`src/rtl/its_pkg.sv`:
```
// register map, field positions and reset values of the two-wire slave engine
`default_nettype none
package its_pkg;
    // byte offsets on the register bus
    localparam logic [11:0] OFF_DATA = 12'h000;
    localparam logic [11:0] OFF_ADDR = 12'h004;
    localparam logic [11:0] OFF_CTRL0 = 12'h008;
    localparam logic [11:0] OFF_CTRL1 = 12'h00c;
    localparam logic [11:0] OFF_TOC = 12'h010;
    // serial_control_1 fields
    localparam int C1_BUSY = 6;
    localparam int C1_MATCH = 5;
    localparam int C1_TXMODE = 4;
    localparam int C1_TRANSMIT_ACK_BIT = 3;
    localparam int C1_DIR = 2;
    localparam int C1_RECEIVED_ACK_FLAG = 0;
    localparam logic [7:0] C1_RESET = 8'h01;
    localparam logic [7:0] C1_WMASK = 8'h18;
    // serial_control_0 fields
    localparam int C0_EN = 1;
    localparam logic [7:0] C0_RESET = 8'h00;
    // bus_timeout_control fields
    localparam int TO_EN = 7;
    localparam int TO_FLAG = 6;
    localparam logic [7:0] TOC_RESET = 8'h00;
    // timing
    localparam int CLK_HZ = 20000000;
    localparam int LS_CLK_HZ = 32768;
    localparam int LS_DIV = 32;
    // main clocks per low-speed tick, rounded down
    localparam int LS_TICK_CYCLES = CLK_HZ / LS_CLK_HZ;
    localparam logic [7:0] SLV_ADDR_RESET = 8'h00;
endpackage
`default_nettype wire

```
`src/rtl/its_i2c_slave.sv`:
```
// two-wire bus slave engine with inactivity time-out behind an APB slave
//
// Local design decisions: register access over APB and the placing of the registers.
`default_nettype none
// Function
// - start is sda falling while scl high
// - start sets bus busy flag
// - shift seven address bits msb first, compare
// - match sets match flag and interrupt
// - eighth bit stored as direction flag
// - acknowledge matched address low on ninth clock
// - direction one means slave transmits
// - software sets transmit mode from direction
// - hold scl low until data serviced
// - software tests match flag for source
// - eight bit bytes msb first
// - receiver acknowledges low after each byte
// - receive ack level from transmit ack bit
// - bytes pass through serial data register
// - record master ack, release on nack
// - timeout starts on match, clears on scl fall
// - timeout stops counter, clears enable, sets flag
// - timeout resets engine and control 1
// - period is (select+1) times 32 slow ticks
// - software clears timeout flag, reset zero
module its_i2c_slave #(
    parameter int TICK_CYCLES = its_pkg::LS_TICK_CYCLES
) (
    input wire logic MCLK_I,
    input wire logic RST_B_I,
    input wire logic CE_I,
    input wire logic PSEL_I,
    input wire logic PENABLE_I,
    input wire logic PWRITE_I,
    input wire logic [11:0] PADDR_I,
    input wire logic [31:0] PWDATA_I,
    output logic [31:0] PRDATA_O,
    output logic PREADY_O,
    output logic PSLVERR_O,
    input wire logic SCL_I,
    output logic SCL_O,
    output logic SCL_OE_O,
    input wire logic SDA_I,
    output logic SDA_O,
    output logic SDA_OE_O,
    output logic IRQ_O
);
    typedef enum logic [2:0] {ST_IDLE, ST_ADDR, ST_ACK, ST_RX, ST_TX, ST_MACK, ST_WAIT}
        its_state_e;

    its_state_e state_reg;
    logic [2:0] scl_sync_reg;
    logic [2:0] sda_sync_reg;
    logic scl_reg;
    logic sda_reg;
    logic [7:0] data_reg;
    logic [7:0] addr_reg;
    logic [7:0] ctrl0_reg;
    logic [7:0] ctrl1_reg;
    logic [7:0] toc_reg;
    logic [7:0] shift_reg;
    logic [3:0] bit_cnt_reg;
    logic stretch_reg;
    logic ack_drive_reg;
    logic irq_reg;
    logic [31:0] prdata_reg;
    logic pready_reg;
    logic sda_oe_reg;
    logic scl_oe_reg;
    logic scl_hold_reg;
    logic to_run_reg;
    logic [15:0] tick_cnt_reg;
    logic [4:0] div_cnt_reg;
    logic [6:0] period_cnt_reg;

    logic scl_now;
    logic sda_now;
    logic scl_rise;
    logic scl_fall;
    logic start_det;
    logic stop_det;
    logic wr_acc;
    logic rd_acc;
    logic time_out;
    logic ls_tick;
    logic data_serviced;

    function automatic logic hit(input logic [11:0] a, input logic [11:0] off);
        hit = (a[11:2] == off[11:2]);
    endfunction

    // a change counts only once the second and third stages agree
    always_ff @(posedge MCLK_I) begin
        if (!RST_B_I) begin
            scl_sync_reg <= 3'h7;
            sda_sync_reg <= 3'h7;
            scl_reg <= 1'b1;
            sda_reg <= 1'b1;
        end else if (CE_I) begin
            scl_sync_reg <= {scl_sync_reg[1:0], SCL_I};
            sda_sync_reg <= {sda_sync_reg[1:0], SDA_I};
            if (scl_sync_reg[1] == scl_sync_reg[2]) begin
                scl_reg <= scl_sync_reg[2];
            end
            if (sda_sync_reg[1] == sda_sync_reg[2]) begin
                sda_reg <= sda_sync_reg[2];
            end
        end
    end

    assign scl_now = (scl_sync_reg[1] == scl_sync_reg[2]) ? scl_sync_reg[2] : scl_reg;
    assign sda_now = (sda_sync_reg[1] == sda_sync_reg[2]) ? sda_sync_reg[2] : sda_reg;
    assign scl_rise = scl_now && !scl_reg;
    assign scl_fall = !scl_now && scl_reg;
    assign start_det = scl_now && scl_reg && sda_reg && !sda_now;
    assign stop_det = scl_now && scl_reg && !sda_reg && sda_now;

    assign wr_acc = PSEL_I && PENABLE_I && PWRITE_I && pready_reg;
    assign rd_acc = PSEL_I && PENABLE_I && !PWRITE_I && pready_reg;
    // a write (transmit) or a dummy read (receive) releases the stretch
    assign data_serviced = (wr_acc || rd_acc) && hit(PADDR_I, its_pkg::OFF_DATA);

    // apb slave: one wait state, answer in the second access cycle
    always_ff @(posedge MCLK_I) begin
        if (!RST_B_I) begin
            pready_reg <= 1'b0;
            prdata_reg <= 32'h0;
        end else if (CE_I) begin
            pready_reg <= PSEL_I && PENABLE_I && !pready_reg;
            if (PSEL_I && PENABLE_I && !PWRITE_I && !pready_reg) begin
                prdata_reg <= 32'h0;
                if (hit(PADDR_I, its_pkg::OFF_DATA)) begin
                    prdata_reg <= {24'h0, data_reg};
                end else if (hit(PADDR_I, its_pkg::OFF_ADDR)) begin
                    prdata_reg <= {24'h0, addr_reg};
                end else if (hit(PADDR_I, its_pkg::OFF_CTRL0)) begin
                    prdata_reg <= {24'h0, ctrl0_reg};
                end else if (hit(PADDR_I, its_pkg::OFF_CTRL1)) begin
                    prdata_reg <= {24'h0, ctrl1_reg};
                end else if (hit(PADDR_I, its_pkg::OFF_TOC)) begin
                    prdata_reg <= {24'h0, toc_reg};
                end
            end
        end
    end

    always_ff @(posedge MCLK_I) begin
        if (!RST_B_I) begin
            addr_reg <= its_pkg::SLV_ADDR_RESET;
            ctrl0_reg <= its_pkg::C0_RESET;
        end else if (CE_I && wr_acc) begin
            // address and control 0 survive a time-out
            if (hit(PADDR_I, its_pkg::OFF_ADDR)) begin
                addr_reg <= {PWDATA_I[7:1], 1'b0};
            end
            if (hit(PADDR_I, its_pkg::OFF_CTRL0)) begin
                ctrl0_reg <= PWDATA_I[7:0];
            end
        end
    end

    // time-out prescaler: main clock -> slow tick -> slow/32
    assign ls_tick = (tick_cnt_reg == 16'(TICK_CYCLES - 1));
    assign time_out = to_run_reg && toc_reg[its_pkg::TO_EN] && ls_tick
        && (div_cnt_reg == 5'(its_pkg::LS_DIV - 1))
        && (period_cnt_reg == {1'b0, toc_reg[5:0]});

    always_ff @(posedge MCLK_I) begin
        if (!RST_B_I) begin
            to_run_reg <= 1'b0;
            tick_cnt_reg <= 16'h0;
            div_cnt_reg <= 5'h0;
            period_cnt_reg <= 7'h0;
        end else if (CE_I) begin
            tick_cnt_reg <= ls_tick ? 16'h0 : tick_cnt_reg + 16'h1;
            if (time_out || stop_det) begin
                to_run_reg <= 1'b0;
            end else if (state_reg == ST_ADDR && bit_cnt_reg == 4'h7 && scl_rise
                         && shift_reg[6:0] == addr_reg[7:1]) begin
                to_run_reg <= 1'b1;
            end
            if (!to_run_reg || scl_fall) begin
                div_cnt_reg <= 5'h0;
                period_cnt_reg <= 7'h0;
            end else if (ls_tick) begin
                div_cnt_reg <= div_cnt_reg + 5'h1;
                if (div_cnt_reg == 5'(its_pkg::LS_DIV - 1)) begin
                    period_cnt_reg <= period_cnt_reg + 7'h1;
                end
            end
        end
    end

    always_ff @(posedge MCLK_I) begin
        if (!RST_B_I) begin
            toc_reg <= its_pkg::TOC_RESET;
        end else if (CE_I) begin
            if (wr_acc && hit(PADDR_I, its_pkg::OFF_TOC)) begin
                toc_reg <= PWDATA_I[7:0];
            end
            if (time_out) begin
                toc_reg[its_pkg::TO_EN] <= 1'b0;
                toc_reg[its_pkg::TO_FLAG] <= 1'b1; // set wins over clear
            end
        end
    end

    // protocol engine
    always_ff @(posedge MCLK_I) begin
        if (!RST_B_I || (CE_I && time_out)) begin
            state_reg <= ST_IDLE;
            ctrl1_reg <= its_pkg::C1_RESET;
            shift_reg <= 8'h0;
            bit_cnt_reg <= 4'h0;
            stretch_reg <= 1'b0;
            ack_drive_reg <= 1'b0;
            irq_reg <= !RST_B_I ? 1'b0 : 1'b1;
            if (!RST_B_I) begin
                data_reg <= 8'h0;
            end
        end else if (CE_I) begin
            irq_reg <= 1'b0;
            if (wr_acc && hit(PADDR_I, its_pkg::OFF_CTRL1)) begin
                // software writes mode and ack bits only
                ctrl1_reg <= (ctrl1_reg & ~its_pkg::C1_WMASK)
                    | (PWDATA_I[7:0] & its_pkg::C1_WMASK);
            end
            if (wr_acc && hit(PADDR_I, its_pkg::OFF_DATA)) begin
                data_reg <= PWDATA_I[7:0];
            end
            if (data_serviced) begin
                stretch_reg <= 1'b0;
                ctrl1_reg[its_pkg::C1_MATCH] <= 1'b0;
            end
            if (ctrl0_reg[its_pkg::C0_EN] == 1'b0) begin
                state_reg <= ST_IDLE;
            end else if (start_det) begin
                ctrl1_reg[its_pkg::C1_BUSY] <= 1'b1;
                state_reg <= ST_ADDR;
                bit_cnt_reg <= 4'h0;
                ack_drive_reg <= 1'b0;
                stretch_reg <= 1'b0;
            end else if (stop_det) begin
                ctrl1_reg[its_pkg::C1_BUSY] <= 1'b0;
                state_reg <= ST_IDLE;
                ack_drive_reg <= 1'b0;
                stretch_reg <= 1'b0;
            end else begin
                unique case (state_reg)
                    ST_IDLE: begin
                    end
                    ST_ADDR: begin
                        if (scl_rise) begin
                            shift_reg <= {shift_reg[6:0], sda_now};
                            bit_cnt_reg <= bit_cnt_reg + 4'h1;
                            if (bit_cnt_reg == 4'h7) begin
                                if (shift_reg[6:0] == addr_reg[7:1]) begin
                                    ctrl1_reg[its_pkg::C1_DIR] <= sda_now;
                                    ctrl1_reg[its_pkg::C1_MATCH] <= 1'b1;
                                    irq_reg <= 1'b1;
                                    state_reg <= ST_ACK;
                                end else begin
                                    state_reg <= ST_WAIT;
                                end
                            end
                        end
                    end
                    ST_ACK: begin
                        // low ack spans the ninth clock, then hold scl low
                        if (scl_fall && !ack_drive_reg) begin
                            ack_drive_reg <= 1'b1;
                        end else if (scl_fall && ack_drive_reg) begin
                            ack_drive_reg <= 1'b0;
                            stretch_reg <= 1'b1;
                            bit_cnt_reg <= 4'h0;
                            shift_reg <= data_reg;
                            state_reg <= ctrl1_reg[its_pkg::C1_DIR] ? ST_TX : ST_RX;
                        end
                    end
                    ST_RX: begin
                        if (!stretch_reg && scl_rise && bit_cnt_reg < 4'h8) begin
                            shift_reg <= {shift_reg[6:0], sda_now};
                            bit_cnt_reg <= bit_cnt_reg + 4'h1;
                        end
                        if (scl_fall && bit_cnt_reg == 4'h8) begin
                            data_reg <= shift_reg;
                            irq_reg <= 1'b1;
                            ack_drive_reg <= !ctrl1_reg[its_pkg::C1_TRANSMIT_ACK_BIT];
                            bit_cnt_reg <= 4'h9;
                        end else if (scl_fall && bit_cnt_reg == 4'h9) begin
                            ack_drive_reg <= 1'b0;
                            stretch_reg <= 1'b1; // wait for the read of the byte
                            bit_cnt_reg <= 4'h0;
                        end
                    end
                    ST_TX: begin
                        if (data_serviced && wr_acc) begin
                            shift_reg <= PWDATA_I[7:0];
                        end
                        if (!stretch_reg && scl_fall) begin
                            shift_reg <= {shift_reg[6:0], 1'b1};
                            bit_cnt_reg <= bit_cnt_reg + 4'h1;
                            if (bit_cnt_reg == 4'h7) begin
                                state_reg <= ST_MACK;
                            end
                        end
                    end
                    ST_MACK: begin
                        if (scl_rise) begin
                            ctrl1_reg[its_pkg::C1_RECEIVED_ACK_FLAG] <= sda_now;
                        end
                        if (scl_fall) begin
                            irq_reg <= 1'b1;
                            bit_cnt_reg <= 4'h0;
                            if (!ctrl1_reg[its_pkg::C1_RECEIVED_ACK_FLAG]) begin
                                stretch_reg <= 1'b1;
                                state_reg <= ST_TX;
                            end else begin
                                state_reg <= ST_WAIT;
                            end
                        end
                    end
                    ST_WAIT: begin
                    end
                endcase
            end
        end
    end

    // open-drain drive: only ever pull low, never generate a start
    always_ff @(posedge MCLK_I) begin
        if (!RST_B_I) begin
            sda_oe_reg <= 1'b0;
            scl_oe_reg <= 1'b0;
            scl_hold_reg <= 1'b0;
        end else if (CE_I) begin
            scl_hold_reg <= stretch_reg;
            sda_oe_reg <= ack_drive_reg
                || (state_reg == ST_TX && !stretch_reg && !shift_reg[7]);
            // hold the clock one cycle past the stretch so the first data bit settles first
            scl_oe_reg <= stretch_reg || scl_hold_reg;
        end
    end

    assign SDA_O = 1'b0;
    assign SCL_O = 1'b0;
    assign SDA_OE_O = sda_oe_reg;
    assign SCL_OE_O = scl_oe_reg;
    assign PRDATA_O = prdata_reg;
    assign PREADY_O = pready_reg;
    assign PSLVERR_O = 1'b0;
    assign IRQ_O = irq_reg;
endmodule
`default_nettype wire

```
`config.mk`:
```
export PLATFORM = sky130hd
export DESIGN_NAME = its_i2c_slave
export DESIGN_NICKNAME = d
export VERILOG_FILES = /design/src/rtl/its_pkg.sv /design/src/rtl/its_i2c_slave.sv
export SDC_FILE = /design/constraint.sdc
export NUM_CORES = 1
export LEC_CHECK = 0
export ABC_AREA = 1
export BUFFER_PORTS_ARGS = -buffer_cell sky130_fd_sc_hd__buf_4
export CAP_MARGIN = 20
export CORE_UTILIZATION = 30
export DETAILED_ROUTE_END_ITERATION = 10
export GPL_TIMING_DRIVEN = 0
export PLACE_DENSITY_LB_ADDON = 0.12
export SYNTH_ARGS = -nofsm -noshare
export SYNTH_HDL_FRONTEND = slang
export SYNTH_SLANG_ARGS = --single-unit
```
`constraint.sdc`:
```
create_clock -name MCLK_I -period 4.8 [get_ports MCLK_I]
set_input_delay 0.24 -clock MCLK_I [delete_from_list [all_inputs] [get_ports MCLK_I]]
set_output_delay 0.24 -clock MCLK_I [all_outputs]
set_load 0.02 [all_outputs]
```
# ---- After elaboration in Yosys (flattened, before gate mapping)
# Cells that the tools add are included.
dict set report word_totals {
  ff_bits 130
  wordCells 264
  out_inout_bits 39
  input_bits 52
}
dict set report classes {
  muxes 111
  n_lt_le_gt_ge 1
  n_reduce_logical 78
  n_addsub 4
  bitwise 3
  eq_ne 41
}
# operator count
set ops {}
lappend ops {{$mux 8} 21}
lappend ops {{$mux 1} 52}
lappend ops {{$ne 5x5->1 const B} 9}
lappend ops {{$mux 4} 10}
lappend ops {{$logic_and 1x1->1} 37}
lappend ops {{$mux 3} 12}
lappend ops {{$pmux 8 s4} 1}
lappend ops {{$mux 7} 4}
lappend ops {{$eq 10x2->1 const B} 2}
lappend ops {{$pmux 4 s5} 1}
lappend ops {{$reduce_and 10->1} 2}
lappend ops {{$ne 3x3->1 const B} 6}
lappend ops {{$reduce_and 2->1} 9}
lappend ops {{$add 16x1->16 const B} 1}
lappend ops {{$eq 16x10->1 const B} 1}
lappend ops {{$mux 16} 1}
lappend ops {{$logic_not 1->1} 12}
lappend ops {{$ne 2x2->1 const B} 6}
lappend ops {{$pmux 3 s4} 1}
lappend ops {{$eq 10x1->1 const B} 1}
lappend ops {{$eq 10x3->1 const B} 1}
lappend ops {{$logic_not 10->1} 1}
lappend ops {{$mux 5} 2}
lappend ops {{$reduce_bool 2->1} 5}
lappend ops {{26 further kinds} 40}

# ---- Longest topological paths before layout
# Gate-level depths: netlist (run 1).
dict set report depth {
  word_depth 13
  depth_mapped 14
  depth_no_buf 13
}

# ---- Worst setup path before layout (run 1)
# No wires, ideal clock.
dict set report synth_timing {
  kind {reg-to-reg}
  from {register div_cnt_reg[0]}
  to {register data_reg[0] (enable)}
  arrival_ps 1773
  setup_time_ps 384
  path_buffers 0
  path_slack_ps 2643
  required_ps 4416
  stages_incl_launch_ff 10
  synth_period_minus_slack_ps 2157
  cell_sequence {dfxtp_1 -> ha_1 -> nand2_1 -> nor2_1 -> ha_1 -> nand3_1 -> nor3_2 -> nand3_2 -> nand2_4 -> o21ai_0}
}
dict set report synth_via {
  elab_chain_len 7
  word_cells_on_any_way 8
  cone_classes {eq/ne: 2; reduce/logical: 6}
}
# element line_no
set synth_rtl {}
lappend synth_rtl {{from (decl)} its_i2c_slave.sv:73} ;# logic [4:0] div_cnt_reg;
lappend synth_rtl {{from (signal assigned)} its_i2c_slave.sv:186} ;# div_cnt_reg <= div_cnt_reg + 5'h1;
lappend synth_rtl {{$eq 5x5->1 *} its_i2c_slave.sv:165} ;# && (div_cnt_reg == 5'(its_pkg::LS_DIV - 1))
lappend synth_rtl {{$logic_and 1x1->1 *} its_i2c_slave.sv:165}
lappend synth_rtl {{$logic_and 1x1->1 *} its_i2c_slave.sv:166} ;# && (period_cnt_reg == {1'b0, toc_reg[5:0]});
lappend synth_rtl {{$logic_and 1x1->1 *} its_i2c_slave.sv:210} ;# if (!RST_B_I || (CE_I && time_out)) begin
lappend synth_rtl {{$logic_or 1x1->1 *} its_i2c_slave.sv:210}
lappend synth_rtl {{$ne 2x2->1 (no line) / $reduce_bool 2->1 (equally long branches)} n/a}
lappend synth_rtl {{$reduce_and 2->1 (no line) *} n/a}
lappend synth_rtl {{to (signal assigned)} its_i2c_slave.sv:229} ;# data_reg <= PWDATA_I[7:0];
lappend synth_rtl {{to (signal assigned)} its_i2c_slave.sv:286} ;# data_reg <= shift_reg;
lappend synth_rtl {{to (decl)} its_i2c_slave.sv:56} ;# logic [7:0] data_reg;
# Mark *: on every way between the ends. The rest lies on a longest branch, timed or not.
# A chain may end at the register's enable or synchronous reset.

# ---- Worst setup path in the final report (run 1)
dict set report layout_timing {
  from {register div_cnt_reg[0]}
  to {register data_reg[1] (enable)}
}
# The elaborated chain is that of the path after synthesis.

==> flow_summary_export.csv, run 1 <==
group,metric,value,unit
cts,clk_path_buf_depth,2,
power_and_ir_drop,power.internal,1.35,mW
cts,cts-root-buf,"clkbuf_16",
floorplan,rows,52,
synthesis,seq_area_frac_synth,0.352,
timing,post-route-min-period,2.45,ns
synthesis,synth_flop_cell,"dfxtp_1",
timing,setup_violations,0,
drt,ant_nets,0,
grt,grt_use_met1,0.253,
timing,rsz0062_at_grt,"false",
grt,grt_util_met3,0.0313,
cts,clock-sinks,104,
cts,clk_pin_slew,0.08,ns
finish,area_delta_synth_final,16.3,%
critical_path,cp_max_fo,9,
synthesis,synth_edf_count,9,
critical_path,end_kind,"flop",
finish,insertedDiodeCount,0,
synthesis,synth_top_family_by_area,"simple AND/OR/NAND/NOR gates",
synthesis,yosys_register_bits,104,
drt,viasPerCell,4.59,
power_and_ir_drop,swShare,0.261,
synthesis,syn_avg_cell_area,6.80,sq um
synthesis,synth_cells,907,
timing,fin_setup_tns,0,ns
finish,drive_above_1_share,0.150,
grt,use_met2,0.281,
job,maxCapViolations,0,
power_and_ir_drop,p_sw,0.475,mW
timing,post-route-period-util,0.511,
power_and_ir_drop,pwr-share-seq,0.493,
grt,grt_usage,0.179,
drt,num_vias,5763,
synthesis,yosysWarnings,0,
critical_path,crit_type,"flop to flop",
synthesis,ys_types,43,
synthesis,synth_common_cells,"175 x nand2_1, 104 x inv_1, 99 x nor2_1",
power_and_ir_drop,clock_power_share,0.417,
finish,fill_cells,2214,
timing,max-slew-margin-rel,0.505,
cts,cts_hold_buf,0,
cts,cts-htree-levels,3,
drt,dr.pass1.iters,5,
floorplan,die_h,145,um
finish,final_net_count,1041,
synthesis,synthMuxAreaShare,0,
place,gp_congestion,0.866,
place,dp_hpwl,14400,um
synthesis,synthTopCellsByArea,"dfxtp_1 31%, nand2_1 11%, a21oi_1 6.4%",
drt,drc_errors,0,
timing,fmaxAchievable,408,MHz
synthesis,yosys.area_share.simple,0.326,
timing,worst_pin_slew,0.734,ns
place,placed_area,6880,sq um
synthesis,synth-compound-area-share,0.153,
grt,antenna_found_initial,0,
floorplan,chipWidth,145,um
critical_path,crit_arrival,2.52,ns
cts,cts_tree,"built",
drt,drt_wl_total,18600,um
place,portBuffers,36,
drt,drt_iter0_markers,357,
grt,grt_overflow,0,
power_and_ir_drop,comb_power_share,0.090,
grt,grt_max_degree,18,
cts,postCtsSetupBuffers,0,
timing,worst_clock_skew,0.00789,ns
finish,multi_input_area,3320,sq um
finish,final_util,0.356,
timing,maxSlewViolCount,0,
floorplan,start_util,0.306,
power_and_ir_drop,ir_worst_vdd,0.000128,V
grt,grt_pass1_wl,29400,um
cts,clock_latency,0.36,ns
cts,cts_buffers,9,
power_and_ir_drop,powerDensity,254,nW/um^2
synthesis,synth_fa_ha_area_frac,0.0162,
synthesis,async_flop_share,0,
floorplan,die_area,21100,sq um
synthesis,synth.top_cell.area_share,0.308,
floorplan,ioPinCount,91,
drt,wl_per_cell,14.8,um
synthesis,yosysTopAreaCell,"dfxtp_1",
critical_path,start_kind,"flop",
finish,fin_area,7170,sq um
grt,top_usage_layer,"met2",
floorplan,design.core.area,20200,sq um
critical_path,required,4.87,ns
synthesis,yosysMostFrequentCell,"nand2_1",
hold_path,hold_class,"input port to flop",
synthesis,synth-xor-area-share,0.0270,
cts,post_cts_resized,0,
synthesis,netlist_area,6170,sq um
finish,largest_reg_flops,16,
finish,regArea,2170,sq um
timing,hold_viol,0,
power_and_ir_drop,total_power,1.82,mW
power_and_ir_drop,leakagePower,3.17,nW
status,status,"complete, no violations",
grt,grt_pass1_vias,5327,
[routing by layer]
layer  vias to the layer above  part of all wire
met5                         -                 0
met4                         0             0.014
met3                        12             0.035
met2                        95              0.44
met1                      2594              0.51
li1                       3062                 -
[power by group through the flow]
stage          combinational, mW  sequential [mW]  clock [mW]
3_5_place_dp               0.164            0.918           0
4_1_cts                    0.164            0.897       0.778
3_3_place_gp               0.163            0.918           0
2_1_floorplan              0.104            0.917           0
6_report                   0.164            0.897       0.759
5_1_grt                    0.180            0.899       0.810
[layout make-up]
cell class                      count  area share
Buffer                             49      0.0443
Multi-Input combinational cell    660       0.463
Timing Repair Buffer               37      0.0384
Tap cell                          270      0.0471
Clock inverter                      3     0.00314
Inverter                          120      0.0631
Sequential cell                   104       0.303
Clock buffer                       13      0.0379
[cell usage in the layout (no fill, tap or decap), types with 10 or more instances in the layout]
master     instances
a21oi_1           79
buf_2             12
buf_4             66
clkbuf_16         10
conb_1            27
dfxtp_1           95
inv_1            104
inv_2             14
nand2_1          175
nand3_1           69
nand4_1           14
nor2_1            99
nor3_1            18
o21ai_0           71
xnor2_1           10
[critical path, stage by stage (launching register included)]
cell and delay (ns):
dfxtp_1 0.34, ha_1 0.21, nand2_1 0.09, nor2_1 0.05, ha_1 0.20, nand3_1 0.10
nor3_2 0.07, nand3_2 0.11, nand2_4 0.10, o21ai_0 0.61, buf_2 0.28
[path summary, 6_finish.rpt]
check	slack (ns)	from	to	cells past startpoint
worst min-delay path	0.12	SCL_I	scl_sync_reg[0]	3
worst max-delay path	2.35	div_cnt_reg[0]	data_reg[1]	10
worst max register to register	2.35	div_cnt_reg[0]	data_reg[1]	10
worst min register to register	0.45	ctrl0_reg[5]	ctrl0_reg[5]	2
[stage by stage]
step | hold WS [ns] | std cells | setup slack, ns
CTS | 0.111 | 1256 | 2.33
floorplan | 0.383 | 933 | 2.64
global route | 0.152 | 1256 | 2.17
detailed placement | 0.436 | 1240 | 2.35
finish | 0.119 | 1256 | 2.35
global placement | 0.432 | 1239 | 2.15
[cell families after synthesis]
| group | Yosys count |
|---|---|
| AND/OR/NAND/NOR | 428 |
| AO/OA/AOI/OAI | 178 |
| buffers and inverters | 169 |
| flip-flops | 104 |
| XOR/XNOR | 19 |
| adder cells (fa/ha/maj) | 8 |
| other | 1 |
No activity file was read; power rests on OpenSTA's default activity.
==> inputs of run 2 (changes only) <==
==> constraint.sdc (replaced) <==
create_clock -name MCLK_I -period 2.4 [get_ports MCLK_I]
set_input_delay 0.12 -clock MCLK_I [delete_from_list [all_inputs] [get_ports MCLK_I]]
set_output_delay 0.12 -clock MCLK_I [all_outputs]
set_load 0.02 [all_outputs]
==> run 2 against run 1 <==
  * Largest power group unchanged
  * First-iteration DRC count up 15%
  * Final cell count about the same
  * Maximum frequency up 12%
  * Sequential share of layout area down 0.095 points
  * Clock power up 100%
  * Largest cell class unchanged
  * Core utilization up 0.11 points
  * Non-clock buffer count up 1
  * Clock skew up 0.00072 ns
  * Sequential cell count unchanged
  * Register-to-register slack worse by 2.1 ns
  * Combinational power up 100%
==> flow_summary_export.csv, run 2 (same netlist as run 1, synthesis figures left out) <==
group,metric,value,unit
status,status,"complete, no violations",
floorplan,design.core.area,20200,sq um
hold_path,hold_class,"input port to flop",
floorplan,ioPinCount,91,
timing,maxSlewViolCount,0,
drt,num_vias,5781,
job,maxCapViolations,0,
critical_path,start_kind,"flop",
power_and_ir_drop,comb_power_share,0.091,
grt,antenna_found_initial,0,
critical_path,end_kind,"flop",
finish,fill_cells,2212,
drt,drt_iter0_markers,410,
cts,cts_buffers,9,
critical_path,crit_type,"flop to flop",
critical_path,reg2reg_depth,10,
critical_path,crit_arrival,2.31,ns
critical_path,critPathMaxStageDelay,0.37,ns
drt,viasPerCell,4.60,
critical_path,slowest_stage,"dfxtp_1",
floorplan,chipWidth,145,um
place,portBuffers,36,
timing,worst_clock_skew,0.00862,ns
timing,post-route-period-util,0.913,
cts,clk_path_buf_depth,2,
grt,grt_overflow,0,
critical_path,cp_max_fo,9,
drt,drt_wl_total,18700,um
critical_path,worst_path_most_repeated_cell,"ha_1",
critical_path,worstReg2RegStart,"div_cnt_reg[0]",
floorplan,die_area,21100,sq um
drt,ant_nets,0,
critical_path,r2r_end,"data_reg[1]",
cts,postCtsSetupBuffers,0,
cts,clk_pin_slew,0.08,ns
drt,wl_per_cell,14.9,um
power_and_ir_drop,pwr-share-seq,0.492,
cts,clock-sinks,104,
grt,grt_max_degree,18,
cts,cts-root-buf,"clkbuf_16",
critical_path,endpoint,"data_reg[1]",
floorplan,die_h,145,um
power_and_ir_drop,ir_worst_vdd,0.000255,V
timing,worst_pin_slew,0.658,ns
critical_path,required,2.52,ns
power_and_ir_drop,powerDensity,507,nW/um^2
power_and_ir_drop,power.internal,2.69,mW
timing,rsz0062_at_grt,"false",
finish,final_net_count,1042,
critical_path,crit_start,"div_cnt_reg[0]",
finish,drive_above_1_share,0.151,
cts,cts_tree,"built",
timing,hold_viol,0,
finish,insertedDiodeCount,0,
power_and_ir_drop,p_sw,0.952,mW
drt,drc_errors,0,
critical_path,ff2ff_setup_slack,0.21,ns
floorplan,rows,52,
finish,final_common_cell,"nand2_1",
power_and_ir_drop,clock_power_share,0.417,
timing,worst_hold_slack,0.0180,ns
finish,final_cell_mix,"175 x nand2_1, 104 x inv_1, 99 x nor2_1, 95 x dfxtp_1, 79 x a21oi_1",
cts,cts-htree-levels,3,
finish,area_delta_synth_final,16.7,%
power_and_ir_drop,total_power,3.64,mW
critical_path,worstPathCellList,"ha_1, nand2_1, nor2_1, ha_1, nand3_1, nor3_4, nand3_2, nand2_4, o21ai_2, buf_4",
timing,setup_violations,0,
power_and_ir_drop,swShare,0.261,
timing,post-route-min-period,2.19,ns
grt,grt_usage,0.179,
place,gp_congestion,0.866,
grt,grt_pass1_vias,5329,
timing,fmaxAchievable,456,MHz
grt,grt_pass1_wl,29400,um
floorplan,start_util,0.306,
power_and_ir_drop,leakagePower,3.18,nW
place,dp_hpwl,14400,um
timing,max-slew-margin-rel,0.562,
cts,clock_latency,0.36,ns
drt,dr.pass1.iters,5,
finish,largest_reg_flops,16,
-- run 2: changes by cell type in the layout (fill, tap and decap cells not counted), sizes merged --
cell	change
dlygate4sd3	+1
-- run 2: power by group through the flow --
stage,registers [mW],logic [mW],clock network [mW]
CTS,1.79,0.330,1.56
global placement,1.84,0.327,0
global route,1.80,0.362,1.62
detailed placement,1.84,0.327,0
finish,1.79,0.331,1.52
floorplan,1.83,0.207,0
-- run 2: per-layer routing --
layer,share of wire,up-vias,track usage
met5,0,-,0
met2,0.44,109,0.281
li1,-,3061,-
met1,0.51,2599,0.253
met4,0.013,0,0.0447
met3,0.035,12,0.0313
-- run 2: timing repair --
item / 4_1_cts / 5_1_grt
hold buffers: 1 / 0
gates resized for setup: 1 / 3
hold endpoints to repair: 1 / 0
endpoints found under the setup margin: 4 / 4
-- run 2: cell type report --
type / count / area, sq um / area share
Inverter: 120 / 453 / 0.0629
Tap cell: 270 / 338 / 0.0469
Clock inverter: 3 / 22.5 / 0.00313
Multi-Input combinational cell: 660 / 3330 / 0.463
Buffer: 49 / 318 / 0.0442
Timing Repair Buffer: 38 / 288 / 0.0400
Clock buffer: 13 / 272 / 0.0377
Sequential cell: 104 / 2170 / 0.302
-- run 2: worst min path at each step --
| stage | start | to | slack (ns) | cells past startpoint |
|---|---|---|---|---|
| 2_1_floorplan | PWDATA_I[1] | toc_reg[1] | 0.26 | 2 |
| 3_3_place_gp | SDA_I | sda_sync_reg[0] | 0.37 | 3 |
| 3_5_place_dp | SCL_I | scl_sync_reg[0] | 0.37 | 3 |
| 4_1_cts | SDA_I | sda_sync_reg[0] | 0.01 | 3 |
| 5_1_grt | SDA_I | sda_sync_reg[0] | 0.06 | 3 |
| 6_report | SDA_I | sda_sync_reg[0] | 0.02 | 3 |
-- run 2: critical path, delay by kind of cell (launching register included) --
family	cells	cell delay, ns
simple gates	6	0.85
flops	1	0.37
compound gates	1	0.13
buf+inv	1	0.22
fa+ha+maj	2	0.37
-- run 2: stage by stage --
step / TNS [ns] / util / instance area, sq um / std cells / setup slack (ns)
floorplan: 0 / - / 6270 / 933 / 0.243
global placement: -1.98 / 0.341 / 6870 / 1239 / -0.247
detailed placement: -0.217 / 0.341 / 6880 / 1240 / -0.0543
CTS: 0 / 0.356 / 7180 / 1257 / 0.0818
global route: 0 / 0.357 / 7200 / 1257 / 0.0337
finish: 0 / 0.357 / 7200 / 1257 / 0.209
==> inputs of run 3 (changes only) <==
--- a/config.mk
+++ b/config.mk
@@ -10,7 +10,6 @@
 export CAP_MARGIN = 20
 export CORE_UTILIZATION = 30
 export DETAILED_ROUTE_END_ITERATION = 10
-export GPL_TIMING_DRIVEN = 0
 export PLACE_DENSITY_LB_ADDON = 0.12
 export SYNTH_ARGS = -nofsm -noshare
 export SYNTH_HDL_FRONTEND = slang
==> run 3 against run 2 <==
  * Die area did not move
  * Non-clock buffer count shrank 35
  * Combinational power shrank 14%
  * Maximum frequency grew 4.0%
  * Highest routed layer unchanged
  * Sequential share of layout area grew 0.87 points
  * Count of clock-buffer cells in the layout fell by 2
  * Largest power group unchanged
  * Clock skew fell by 0.00068 ns
  * First-iteration DRC count is 18% lower
==> flow_summary_export.csv, run 3 (same netlist as run 1, synthesis figures left out) <==
group,metric,value,unit
drt,num_vias,5643,
floorplan,chipWidth,145,um
drt,wl_per_cell,14.5,um
power_and_ir_drop,power.internal,2.74,mW
drt,viasPerCell,4.62,
critical_path,reg2reg_depth,11,
floorplan,ioPinCount,91,
timing,hold_viol,0,
power_and_ir_drop,powerDensity,523,nW/um^2
cts,post_cts_resized,0,
critical_path,required,2.51,ns
finish,insertedDiodeCount,0,
grt,antenna_found_initial,0,
critical_path,worstReg2RegStart,"div_cnt_reg[0]",
power_and_ir_drop,comb_power_share,0.078,
finish,final_common_cell,"nand2_1",
timing,maxSlewViolCount,0,
power_and_ir_drop,p_sw,0.919,mW
floorplan,start_util,0.306,
finish,final_net_count,1007,
place,portBuffers,37,
critical_path,crit_arrival,2.22,ns
drt,ant_nets,0,
place,gp_congestion,0.810,
floorplan,die_h,145,um
power_and_ir_drop,clock_power_share,0.432,
place,dp_slack,0.266,ns
cts,clock-sinks,104,
drt,drc_errors,0,
cts,cts_hold_buf,1,
place,dp_hpwl,13500,um
timing,setup_violations,0,
drt,drt_iter0_markers,336,
power_and_ir_drop,pwr-share-seq,0.491,
timing,post-route-period-util,0.878,
status,status,"complete, no violations",
floorplan,rows,52,
grt,grt_usage,0.174,
cts,cts_buffers,9,
grt,grt_overflow,0,
floorplan,die_area,21100,sq um
finish,final_cell_mix,"175 x nand2_1, 104 x inv_1, 99 x nor2_1, 95 x dfxtp_1, 79 x a21oi_1",
hold_path,whs_path_depth,3,
critical_path,end_kind,"flop",
finish,largest_reg_flops,16,
cts,cts-root-buf,"clkbuf_16",
cts,clk_path_buf_depth,2,
timing,rsz0062_at_grt,"false",
power_and_ir_drop,leakagePower,3.03,nW
critical_path,r2r_end,"data_reg[6]",
critical_path,endpoint,"data_reg[6]",
timing,fmaxAchievable,475,MHz
cts,cts_tree,"built",
critical_path,cp_max_fo,15,
finish,area_delta_synth_final,13.4,%
cts,clock_latency,0.35,ns
cts,postCtsSetupBuffers,0,
timing,post-route-min-period,2.11,ns
critical_path,crit_type,"flop to flop",
critical_path,ff2ff_setup_slack,0.29,ns
power_and_ir_drop,ir_worst_vdd,0.000284,V
power_and_ir_drop,swShare,0.251,
drt,drt_wl_total,17700,um
cts,clk_pin_slew,0.07,ns
finish,drive_above_1_share,0.127,
timing,worst_slack,0.293,ns
job,maxCapViolations,0,
hold_path,hold_class,"input port to flop",
drt,dr.pass1.iters,5,
grt,grt_pass1_vias,5242,
floorplan,design.core.area,20200,sq um
grt,grt_pass1_wl,28800,um
cts,cts-htree-levels,3,
critical_path,start_kind,"flop",
grt,grt_max_degree,40,
critical_path,crit_start,"div_cnt_reg[0]",
timing,fin_setup_tns,0,ns
timing,worst_clock_skew,0.00793,ns
## run 3: cell types whose count changed in the layout (fill, tap and decap cells not counted), sizes merged
cell	previous run	this run
buf	79	51
bufinv	0	1
clkbuf	20	11
clkinv	3	2
clkinvlp	0	1
inv	120	121
## run 3: worst max-delay path, cell delays in order (launching register included)
cell	delay, ns
dfxtp_1	0.37
ha_1	0.18
nand2_1	0.07
nor2_1	0.09
ha_1	0.18
nand3_1	0.09
nor3_2	0.24
nand3_2	0.16
nand2_4	0.16
inv_2	0.15
o21ai_1	0.11
nor2_1	0.05
## run 3: worst min path at each step
stage	startpoint	end	slack (ns)
after floorplan	PWDATA_I[1]	toc_reg[1]	0.26
after global placement	SCL_I	scl_sync_reg[0]	0.36
after detailed placement	SCL_I	scl_sync_reg[0]	0.37
after CTS	SDA_I	sda_sync_reg[0]	0.005
after global routing	SDA_I	sda_sync_reg[0]	0.03
final	SDA_I	sda_sync_reg[0]	0.02
## run 3: area by class of cell
class | count | area (sq um)
multi-input cells | 660 | 3320
clock buffers | 11 | 254
inverters | 120 | 453
clock inverters | 5 | 60.1
well taps | 270 | 338
flip-flops and latches | 104 | 2170
fillers | 2212 | 13200
repair buffers | 52 | 393
## run 3: power by group through the flow
| stage | registers [mW] | clock network (mW) | logic (mW) |
|---|---|---|---|
| floorplan | 1.83 | 0 | 0.207 |
| global placement | 1.84 | 0 | 0.289 |
| detailed placement | 1.84 | 0 | 0.287 |
| CTS | 1.79 | 1.65 | 0.289 |
| global route | 1.80 | 1.71 | 0.317 |
| finish | 1.80 | 1.58 | 0.285 |
## run 3: per-layer routing
layer,GRT usage,share of wire,vias to the layer above
met5,0,0,-
li1,-,-,3000
met1,0.241,0.49,2517
met4,0.0553,0.017,0
met2,0.277,0.46,110
met3,0.0248,0.033,16
## run 3: through the flow
step | hold slack [ns] | util | power, mW | cell area [sq um] | instances
2_1_floorplan | 0.263 | - | 2.04 | 6270 | 933
3_3_place_gp | 0.359 | 0.331 | 2.12 | 6670 | 1205
3_5_place_dp | 0.368 | 0.331 | 2.12 | 6670 | 1205
4_1_cts | 0.00523 | 0.347 | 3.73 | 6990 | 1222
5_1_grt | 0.0348 | 0.347 | 3.82 | 6990 | 1222
6_report | 0.0202 | 0.347 | 3.66 | 6990 | 1222
